[src/hdl/tcc_pkg.sv]
// Package: constants for the timed capture and compare unit
package tcc_pkg;
  // Register indices (byte locations)
  localparam logic [7:0] CAP_TIME_LO_ADDR = 8'h04;
  localparam logic [7:0] CAP_TIME_HI_ADDR = 8'h05;
  localparam logic [7:0] CAP_STATUS_ADDR = 8'h06;
  localparam logic [7:0] CMP_TIME_LO_ADDR = 8'h04;
  localparam logic [7:0] CMP_TIME_HI_ADDR = 8'h05;
  localparam logic [7:0] CMP_COMMAND_ADDR = 8'h06;
  localparam logic [7:0] TIMER_FLAG_ADDR = 8'h16;
  localparam logic [7:0] OUT_STATUS_ADDR = 8'h15;
  localparam logic [7:0] IO_CONTROL_ONE_ADDR = 8'h17;
  localparam logic [7:0] TIMER_ONE_ADDR = 8'h0a;
  // Field positions
  localparam int FIFO_SIX_BIT = 6;
  localparam int FIFO_AVAIL_BIT = 7;
  localparam int CAM_FULL_BIT = 6;
  localparam int HOLD_BUSY_BIT = 7;
  localparam int OUT4_EN_BIT = 4;
  localparam int OUT5_EN_BIT = 6;
  localparam int TAG_T2_BIT = 6;
  localparam int TAG_SET_BIT = 5;
  localparam int TAG_INT_BIT = 4;
  // Sizes and counts
  localparam int CAM_DEPTH = 8;
  localparam int FIFO_DEPTH = 8;
  localparam logic [3:0] FIFO_SIX_LEVEL = 4'h6;
  localparam logic [2:0] STATE_TIMES_PER_TICK = 3'h7;
  localparam logic [7:0] IO_CONTROL_ONE_RESET = 8'h00;
  // Command channels
  localparam logic [3:0] CH_CLEAR_T2 = 4'he;
  localparam logic [3:0] CH_AD_START = 4'hf;
endpackage

[src/hdl/timed_capture_compare_unit.sv]
// Timed capture unit and CAM-based compare scheduler
//
// The implementer's own choice: the strobed register port.
`timescale 1ns/1ns
`default_nettype none
// Function
// - Flag status bit 6 high while capture FIFO holds six or more records.
// - Flag status bit 7 high when a record waits in the holding register.
// - Reading flag status clears its bits 0 through 5.
// - Reading capture time high byte (05h) pops one level; read status first.
// - Capture status at 06h, capture time at 04h and 05h.
// - Empty read gives arbitrary time and events, true pin levels.
// - Status has per-pin pairs: low bit event, high bit present level.
// - Up to eight pending events: A/D start, timer two clear, flags, pins.
// - Control one bits 4 and 6 turn shared pins into outputs.
// - Pin commands raise execution interrupt; others raise software timer one.
// - One CAM entry compared per state time, all eight every 8.
// - Each CAM entry is 16-bit time plus 7-bit command tag.
// - Channels 8 to 0Fh ignore tag bit 5.
// - Tag write then time write loads holding register with both.
// - Holding register never executes; moves to free entry; may be overwritten.
// - Status bit 6 low when holding empty and entry free; bit 7 holding full.
// - All entries evaluated before acting; opposite pin commands cancel.
// - An entry stays occupied until its timer matches or reset.
// - Internal events are not aligned and cannot be cancelled.
// - Timer one ticks every 8 state times; timer two on both edges, once per 8.
// - Each capture with fewer than eight queued pushes the timer one value and four event bits.
module timed_capture_compare_unit
  import tcc_pkg::*;
(
  input wire logic SYS_CLK_IN,
  input wire logic SYS_RST_IN,
  input wire logic CLK_EN_IN,
  input wire logic [7:0] ADDR_IN,
  input wire logic [7:0] WDATA_IN,
  input wire logic WR_IN,
  input wire logic RD_IN,
  input wire logic [3:0] CAPTURE_EVENT_IN,
  input wire logic [3:0] CAPTURE_PIN_IN,
  input wire logic COUNTER_TWO_CLK_IN,
  input wire logic COUNTER_TWO_CLEAR_PIN_IN,
  output logic [7:0] RDATA_OUT,
  output logic [5:0] TIMED_PIN_OUT,
  output logic [1:0] TIMED_PIN_OE_OUT,
  output logic AD_START_OUT,
  output logic EXEC_IRQ_OUT,
  output logic SOFT_TIMER_IRQ_OUT
);

  // ----------------------------------------------------------------
  // State
  // ----------------------------------------------------------------
  typedef struct packed {
    logic [15:0] t1;
    logic [15:0] t2;
    logic [2:0] pre;
    logic t2_in;
    logic t2_pend;
    logic [2:0] scan;
    logic [7:0] valid;
    logic [7:0][22:0] cam;
    logic [7:0] match;
    logic [22:0] hold;
    logic hold_full;
    logic [6:0] tag;
    logic [7:0] wtime_lo;
    logic [7:0][19:0] fifo;
    logic [3:0] fcount;
    logic [19:0] cap_hold;
    logic cap_full;
    logic [5:0] flags;
    logic [7:0] io_control_one;
    logic [5:0] pins;
    logic ad;
    logic eirq;
    logic sirq;
    logic [7:0] rdata;
  } state_s;

  state_s q, d;
  logic [15:0] ref_t;
  logic [22:0] ent;
  logic [3:0] ch;
  logic [5:0] set_m;
  logic [5:0] clr_m;
  logic [2:0] free_idx;
  logic free_any;
  logic pop;
  logic push;

  // ----------------------------------------------------------------
  // Next state
  // ----------------------------------------------------------------
  always_comb begin
    d = q;
    ent = '0;
    ch = '0;
    ref_t = '0;
    set_m = '0;
    clr_m = '0;
    free_idx = '0;
    free_any = 1'b0;
    d.ad = 1'b0;
    d.eirq = 1'b0;
    d.sirq = 1'b0;
    d.rdata = 8'h00;
    pop = 1'b0;
    push = 1'b0;

    // Timer one prescaler, timer two edge counter
    d.pre = q.pre + 3'h1;
    if (q.pre == STATE_TIMES_PER_TICK) begin
      d.t1 = q.t1 + 16'h0001;
    end
    d.t2_in = COUNTER_TWO_CLK_IN;
    if (d.t2_in != q.t2_in) begin
      d.t2_pend = 1'b1;
    end
    // Edge is held until the tick so timer two moves at most once per 8
    if (q.pre == STATE_TIMES_PER_TICK && q.t2_pend) begin
      d.t2 = q.t2 + 16'h0001;
      d.t2_pend = 1'b0;
    end
    if (COUNTER_TWO_CLEAR_PIN_IN) begin
      d.t2 = 16'h0000;
    end

    // Scan one entry per state time
    d.scan = q.scan + 3'h1;
    ent = q.cam[q.scan];
    ref_t = ent[TAG_T2_BIT] ? q.t2 : q.t1;
    if (q.valid[q.scan] && ent[22:7] == ref_t) begin
      ch = ent[3:0];
      if (ch[3]) begin
        // Internal event fires right away, not cancellable
        d.valid[q.scan] = 1'b0;
        if (ch == CH_CLEAR_T2) begin
          d.t2 = 16'h0000;
        end
        if (ch == CH_AD_START) begin
          d.ad = 1'b1;
        end
        d.sirq = ent[TAG_INT_BIT];
      end else begin
        d.match[q.scan] = 1'b1;
      end
    end

    // After a full pass act on all pin matches together
    if (q.scan == 3'h7) begin
      for (int i = 0; i < CAM_DEPTH; i++) begin
        if (d.match[i]) begin
          if (q.cam[i][3:0] < 4'h6) begin
            if (q.cam[i][TAG_SET_BIT]) begin
              set_m[q.cam[i][2:0]] = 1'b1;
            end else begin
              clr_m[q.cam[i][2:0]] = 1'b1;
            end
          end else if (q.cam[i][3:0] == 4'h6) begin
            set_m[2:0] = set_m[2:0] | {3{q.cam[i][TAG_SET_BIT]}};
            clr_m[2:0] = clr_m[2:0] | {3{~q.cam[i][TAG_SET_BIT]}};
          end else begin
            set_m[5:3] = set_m[5:3] | {3{q.cam[i][TAG_SET_BIT]}};
            clr_m[5:3] = clr_m[5:3] | {3{~q.cam[i][TAG_SET_BIT]}};
          end
          if (q.cam[i][TAG_INT_BIT]) begin
            d.eirq = 1'b1;
          end
          d.valid[i] = 1'b0;
        end
      end
      d.match = '0;
      // Opposite commands on one pin cancel
      d.pins = (q.pins | (set_m & ~clr_m)) & ~(clr_m & ~set_m);
    end

    // Holding register into a free entry
    for (int i = CAM_DEPTH - 1; i >= 0; i--) begin
      if (!q.valid[i]) begin
        free_any = 1'b1;
        free_idx = i[2:0];
      end
    end
    // Loading only in the entry's own scan slot keeps one write per entry
    if (q.hold_full && free_any && free_idx == q.scan) begin
      d.cam[free_idx] = q.hold;
      d.valid[free_idx] = 1'b1;
      d.match[free_idx] = 1'b0;
      d.hold_full = 1'b0;
    end

    // Capture FIFO
    push = |CAPTURE_EVENT_IN && q.fcount < 4'h8;
    if (!q.cap_full && q.fcount != 4'h0) begin
      d.cap_hold = q.fifo[0];
      d.cap_full = 1'b1;
      pop = 1'b1;
    end

    // Register bus
    if (WR_IN) begin
      case (ADDR_IN)
        CMP_COMMAND_ADDR: d.tag = WDATA_IN[6:0];
        CMP_TIME_LO_ADDR: d.wtime_lo = WDATA_IN;
        CMP_TIME_HI_ADDR: begin
          // Overwrites any command still waiting
          d.hold = {WDATA_IN, q.wtime_lo, q.tag};
          d.hold_full = 1'b1;
        end
        IO_CONTROL_ONE_ADDR: d.io_control_one = WDATA_IN;
        default: d.io_control_one = q.io_control_one;
      endcase
    end
    if (RD_IN) begin
      case (ADDR_IN)
        CAP_TIME_LO_ADDR: d.rdata = q.cap_hold[7:0];
        CAP_TIME_HI_ADDR: begin
          d.rdata = q.cap_hold[15:8];
          d.cap_full = pop;
        end
        CAP_STATUS_ADDR: begin
          // Pin level bits always live; event bits stale if empty
          d.rdata = {CAPTURE_PIN_IN[3], q.cap_hold[19],
                     CAPTURE_PIN_IN[2], q.cap_hold[18],
                     CAPTURE_PIN_IN[1], q.cap_hold[17],
                     CAPTURE_PIN_IN[0], q.cap_hold[16]};
        end
        TIMER_FLAG_ADDR: begin
          // Bit 7 record ready, bit 6 six or more queued
          d.rdata = {q.cap_full, (q.fcount >= FIFO_SIX_LEVEL), q.flags};
          d.flags = '0;
        end
        OUT_STATUS_ADDR: begin
          d.rdata = {q.hold_full, q.hold_full | ~free_any, q.pins};
        end
        TIMER_ONE_ADDR: d.rdata = q.t1[7:0];
        IO_CONTROL_ONE_ADDR: d.rdata = q.io_control_one;
        default: d.rdata = 8'h00;
      endcase
    end

    // FIFO shift and push
    if (pop) begin
      for (int i = 0; i < FIFO_DEPTH - 1; i++) begin
        d.fifo[i] = q.fifo[i + 1];
      end
    end
    if (push) begin
      d.fifo[q.fcount - {3'h0, pop}] = {CAPTURE_EVENT_IN, q.t1};
    end
    d.fcount = q.fcount + {3'h0, push} - {3'h0, pop};

    // Software flags set after read clear: set wins
    if (q.valid[q.scan] && ent[22:7] == ref_t && ent[3:2] == 2'b10) begin
      d.flags[ent[1:0]] = 1'b1;
    end
  end

  // ----------------------------------------------------------------
  // Registers
  // ----------------------------------------------------------------
  always_ff @(posedge SYS_CLK_IN or posedge SYS_RST_IN) begin
    if (SYS_RST_IN) begin
      q <= '0;
    end else if (CLK_EN_IN) begin
      q <= d;
    end
  end

  always_comb begin
    RDATA_OUT = q.rdata;
    TIMED_PIN_OUT = q.pins;
    TIMED_PIN_OE_OUT = {q.io_control_one[OUT5_EN_BIT], q.io_control_one[OUT4_EN_BIT]};
    AD_START_OUT = q.ad;
    EXEC_IRQ_OUT = q.eirq;
    SOFT_TIMER_IRQ_OUT = q.sirq;
  end
endmodule
`default_nettype wire

[config.mk]
export PLATFORM = sky130hd
export DESIGN_NAME = timed_capture_compare_unit
export DESIGN_NICKNAME = d
export VERILOG_FILES = /design/src/hdl/tcc_pkg.sv /design/src/hdl/timed_capture_compare_unit.sv
export SDC_FILE = /design/constraint.sdc
export NUM_CORES = 2
export LEC_CHECK = 0
export BUFFER_PORTS_ARGS = -buffer_cell sky130_fd_sc_hd__buf_2
export CORE_MARGIN = 2
export CORE_UTILIZATION = 50
export DETAILED_ROUTE_END_ITERATION = 6
export PLACE_DENSITY_LB_ADDON = 0.3
export SYNTH_ARGS = -nofsm -noshare
export SYNTH_HDL_FRONTEND = slang
export SYNTH_SLANG_ARGS = --single-unit
[constraint.sdc]
create_clock -name SYS_CLK_IN -period 17.69 [get_ports SYS_CLK_IN]
set_clock_uncertainty 0.2 [all_clocks]
set_input_delay 1.769 -clock SYS_CLK_IN [delete_from_list [all_inputs] [get_ports SYS_CLK_IN]]
set_output_delay 1.769 -clock SYS_CLK_IN [all_outputs]
set_load 0.05 [all_outputs]
After elaboration in Yosys (flattened, before gate mapping)
Index checks and enable logic that the tools add are counted.
{"block": "word_totals", "reg_bits": 495, "wordCells": 407, "output_inout_bits": 19, "inputBits": 31}
{"block": "op_classes", "n_lt_le_gt_ge": 34, "add_sub_neg": 7, "bitwise_logic": 66, "eq_ne": 23, "n_reduce_logical": 33, "n_mux": 206}
{"op": "$mux 6", "count": 66}
{"op": "$mux 140", "count": 2}
{"op": "$mux 200", "count": 1}
{"op": "$bwmux 184", "count": 1}
{"op": "$bwmux 160", "count": 1}
{"op": "$mux 3", "count": 40}
{"op": "$mux 16", "count": 7}
{"op": "$or 6x6->6", "count": 15}
{"op": "$or 3x3->3", "count": 28}
{"op": "$bmux 23 s3", "count": 1}
{"op": "$demux 23 s3", "count": 1}
{"op": "$mux 8", "count": 8}
{"op": "$demux 20 s3", "count": 1}
{"op": "$mux 1", "count": 59}
{"op": "$pmux 8 s7", "count": 1}
{"op": "$mux 23", "count": 2}
{"op": "$lt 3x4->1 const B", "count": 10}
{"op": "$add 16x1->16 const B", "count": 2}
{"op": "$eq 4x3->1 const B", "count": 8}
{"op": "$lt 4x3->1 const B", "count": 8}
{"op": "$demux 1 s3", "count": 10}
{"op": "$ge 3x1->1 const B", "count": 10}
{"op": "$eq 8x3->1 const B", "count": 3}
{"op": "$eq 8x5->1 const B", "count": 3}
{"op": "other kinds (34)", "count": 81}

Depth between registers and ports, before layout
{"block": "depth", "word_depth": 48, "ltp_mapped": 18, "depth_no_buf": 12}

Worst setup path before layout
OpenSTA, ideal clock, no wires.
{"block": "synth_timing", "path_type": "input port to flip-flop", "from": "input ADDR_IN[5]", "to": "register q[216] (netlist bit)", "required_ps": 17365, "path_buffers": 2, "t_arrival_ps": 3640, "setup_slack_ps": 13725, "path_stages": 8, "path_cell_list": "nor3_1 -> nand2b_1 -> or3_1 -> clkbuf_1 -> nor2_1 -> and3_1 -> clkbuf_1 -> mux2_2"}
{"block": "synth_via", "elab_chain_cells": 2}
{"item": "start, declared", "line_no": "timed_capture_compare_unit.sv:34", "rtl": "input wire logic [7:0] ADDR_IN,"}
{"item": "$eq 8x3->1", "line_no": "timed_capture_compare_unit.sv:202", "rtl": "case (ADDR_IN)"}
{"item": "$reduce_and 3->1 (no line)"}
{"item": "end signal, assigned", "line_no": "timed_capture_compare_unit.sv:264", "rtl": "q <= '0;"}
{"item": "end signal, assigned", "line_no": "timed_capture_compare_unit.sv:266", "rtl": "q <= d;"}
{"item": "end, declared", "line_no": "timed_capture_compare_unit.sv:80", "rtl": "state_s q, d;"}
Every way passes these cells.
A chain may end at the register's enable or synchronous reset.

Final worst setup path
{"block": "layout_timing", "from": "register q[455] (netlist bit)", "to": "register q (netlist bit TIMED_PIN_OUT[2])"}
{"block": "layout_via", "elab_chain_cells": 48, "word_cells_on_any_way": 126, "cone_classes": "order compare (2); eq/ne (2); mux (83); bitwise (36); reduce/logical (3)"}
{"item": "$lt 3x4->1 (implied by the code) or $ge 3x1->1 (tied branches)", "line_no": "timed_capture_compare_unit.sv:145", "rtl": "d.match[q.scan] = 1'b1;"}
{"item": "$logic_and 1x1->1 (implied by the code)", "line_no": "timed_capture_compare_unit.sv:145"}
{"item": "$mux 1 (implied by the code)", "line_no": "timed_capture_compare_unit.sv:145"}
{"item": "$demux 1 s3", "line_no": "timed_capture_compare_unit.sv:145"}
{"item": "$or 8x8->8 (no line)"}
{"item": "$mux 8", "line_no": "timed_capture_compare_unit.sv:134", "rtl": "if (ch[3]) begin"}
{"item": "$mux 8", "line_no": "timed_capture_compare_unit.sv:132", "rtl": "if (q.valid[q.scan] && ent[22:7] == ref_t) begin"}
{"item": "$mux 6", "line_no": "timed_capture_compare_unit.sv:152", "rtl": "if (d.match[i]) begin"}
{"item": "(+32 left out)"}
{"item": "$mux 3 or $mux 6 (tied branches)", "line_no": "timed_capture_compare_unit.sv:159, timed_capture_compare_unit.sv:154"}
{"item": "$mux 6", "line_no": "timed_capture_compare_unit.sv:153", "rtl": "if (q.cam[i][3:0] < 4'h6) begin"}
{"item": "$mux 6", "line_no": "timed_capture_compare_unit.sv:152"}
{"item": "$mux 6", "line_no": "timed_capture_compare_unit.sv:150", "rtl": "if (q.scan == 3'h7) begin"}
{"item": "$not 6->6", "line_no": "timed_capture_compare_unit.sv:174", "rtl": "d.pins = (q.pins | (set_m & ~clr_m)) & ~(clr_m & ~set_m);"}
{"item": "$and 6x6->6", "line_no": "timed_capture_compare_unit.sv:174"}
{"item": "$or 6x6->6 or $not 6->6 (tied branches)", "line_no": "timed_capture_compare_unit.sv:174"}
{"item": "$and 6x6->6", "line_no": "timed_capture_compare_unit.sv:174"}
Several ways; a longest one is shown, not always the timed one. The select of a mux whose other input is x is not followed.

==> results.toml <==
[outcome]
status = "finished, final reports clean"

[synthesis]
synth-edff-count = 0
synth_ff_type = "dfrtp_1"
yosys.area.top_type = "dfrtp_1"
seq_area_frac_synth_pct = 49.92
syn_area_per_cell_um2 = 10.57
yosysUniqueCellTypes = 81
yosysWarnings = 0
ys_ff_latch = 493
ys_top_cells_by_area = "dfrtp_1, mux2_2, o22ai_1"
ys_async_sr_fraction_pct = 100.0
yosysTopAreaCellShare_pct = 49.92
syn_inst = 2338
netlist_area_um2 = 24710
synth_nets = 2386

[setup_path]
required_ns = 18.00
critPathMaxStageDelay_ns = 0.75
cp_cell_sequence = "buf_4 > mux2i_1 > mux4_2 > mux2_4 > a22oi_2 > nand4_1 > or3_1 > nor2_1 > buf_4 > nand4_1 > o221ai_1 > a41o_1 > a21boi_1"
end_kind = "register"
worstSetupPathType = "register to register"
cp_slowest_cell = "mux4_2"
worstPathArrival_ns = 5.63
startpoint_type = "register"
worstPathMaxFanout = 30

[detailed_routing]
drc = 0
drtAntennaViolNets = 0
vias_per_cell = 6.467
drt-total-wl_um = 75260
drt_first_iter_violations = 2082
wl_per_cell_um = 25.31
detail_route.first_pass.iterations = 6
num_vias = 19232

[timing]
layout_setup_ws_ns = 12.37
rsz0062_at_grt = "false"
fin_crit_ns = 5.317
period_share_pct = 30.06
worst_pin_slew_ns = 1.070
slew-limit-headroom_pct = 28.54
max_freq_mhz = 188.1
setup_tns_ns = 0
finalHoldViolations = 0
slew_violations = 0
setup-violations-final = 0

[finish]
diodes = 0
drive_gt1_share_pct = 21.34
multi_input_area_um2 = 11460
fin_area_um2 = 26840
n_fill_cell = 4226
regArea_um2 = 12340
fin_cells = 2974
final_core_util_pct = 54.95
mostFrequentLayoutCells = "dfrtp_1, mux2_2, nor2_1"
fin_nets = 2323
layout_commonest_cell = "dfrtp_1"
syn2layout_area_growth_pct = 8.623

[clocking]
clock_latency_ns = 0.60
cts_hold_buf = 0
max-clock-path-buffers = 3
htreeDepth = 2
root_buffer = "clkbuf_16"
numClockSinks = 493
clkTransAtPathRegs_ns = 0.06
numCtsBuffers = 51
cts-resized-gates = 0
cts_tree = "done"
cts_setup_buffers = 0

[place]
pre_cts_ws_ns = 12.40
gp_congestion = 0.9881
placed_area_um2 = 25210
hpwl_um = 50530
port-buffer-count = 49
place_inst = 2886

[pwr]
ir_drop_uv = 101.8
pwr_density_cell_nw_per_um2 = 128.7
p_leak_uw = 0.01187

[run]
cap_violations = 0

[die]
die_x_um = 226.3
core-area_um2 = 48850
fp.dieArea_um2 = 51220
start_util_pct = 50.59
num_io_pins = 50
num_rows = 81
die_h_um = 226.3

[grt]
grt_pass1_wl_um = 115800
grt_pass1_vias = 18958
overflow = 0
grt_max_degree = 177
track_usage_pct = 29.76
antenna_found_initial = 2

[min_path]
min_path_type = "register to register"
-- metrics by stage --
stage	hold WS, ns	total power (µW)
final	0.2683	3454
after CTS	0.2737	3461
after detailed placement	0.2635	2397
after global routing	0.3019	3626
after global placement	0.2588	2367
after floorplan	0.2446	2133
-- worst max-delay path, delay by kind of cell (launching register included) --
kind | cells | cell delay (ns)
simple gates | 4 | 1.40
flops | 1 | 0.66
compound gates | 4 | 0.80
buf+inv | 2 | 0.79
mux | 3 | 1.32
-- report_power, final --
group | leakage [µW] | internal, µW | switching, µW
Sequential | 0.00636 | 1340 | 180
Clock | 0.000810 | 617 | 444
Combinational | 0.00470 | 334 | 543
-- sequential cells by signal (all words and copies together) (netlist names) --
name                count
TIMED_PIN_OE_OUT        2
RDATA_OUT               8
TIMED_PIN_OUT           6
AD_START_OUT            1
SOFT_TIMER_IRQ_OUT      1
q                     474
EXEC_IRQ_OUT            1
-- cells by family after synthesis --
| family | synth area share [%] |
|---|---|
| flip-flops | 49.92 |
| XOR/XNOR | 1.630 |
| buffers and inverters | 3.823 |
| multiplexers | 16.81 |
| adder cells (fa/ha/maj) | 0.8911 |
| AO/OA/AOI/OAI | 15.96 |
| AND/OR/NAND/NOR | 10.96 |
-- final cells by class --
cell class / count / area share [%]
clock buffers: 72 / 5.458
clock inverters: 16 / 0.6153
flip-flops and latches: 493 / 45.97
multi-input cells: 1623 / 42.68
inverters: 31 / 0.4615
repair buffers: 75 / 1.711
well taps: 664 / 3.095
-- final timing paths --
kind | start | to | slack, ns | cells after the start
worst max-delay path | q[455]$_DFFE_PP0P_ | TIMED_PIN_OUT[2]$_DFFE_PP0P_ | 12.37 | 13
worst min-delay path | q[460]$_DFFE_PP0P_ | q[460]$_DFFE_PP0P_ | 0.27 | 1
worst max register to register | q[455]$_DFFE_PP0P_ | TIMED_PIN_OUT[2]$_DFFE_PP0P_ | 12.37 | 13
worst min register to register | q[460]$_DFFE_PP0P_ | q[460]$_DFFE_PP0P_ | 0.27 | 1
max in group asynchronous | SYS_RST_IN | q[457]$_DFFE_PP0P_ | 13.70 | 4
min in group asynchronous | SYS_RST_IN | q[177]$_DFFE_PP0P_ | 1.15 | 2
-- cell usage after synthesis (8+ instances only) --
master,count
dfrtp_1,493
mux2_2,285
nor2_1,229
a21oi_1,202
o22ai_1,185
clkbuf_1,138
nand2_1,135
o21ai_0,58
mux2i_1,50
nand3_1,46
nand2b_1,32
xnor2_1,29
inv_1,28
nor3_1,27
o221ai_1,24
and3_1,19
buf_4,19
mux4_2,19
nand4_1,19
nor2b_1,19
buf_1,17
xor2_1,17
ha_1,16
buf_2,14
a221oi_1,13
a31oi_1,12
o2bb2ai_1,12
o31ai_1,12
and2_1,11
a22oi_1,10
a32oi_1,10
nor3b_1,10
a211oi_1,8
nor4_1,8
-- routing by layer --
| layer | routed length (µm) | vias to the layer above | GRT usage [%] |
|---|---|---|---|
| met5 | 13 | - | 0 |
| met4 | 3523 | 2 | 13.92 |
| met3 | 5012 | 190 | 4.302 |
| met2 | 35280 | 786 | 47.71 |
| met1 | 31430 | 9761 | 40.13 |
| li1 | - | 8493 | - |
(Power assumes the default switching activity.)
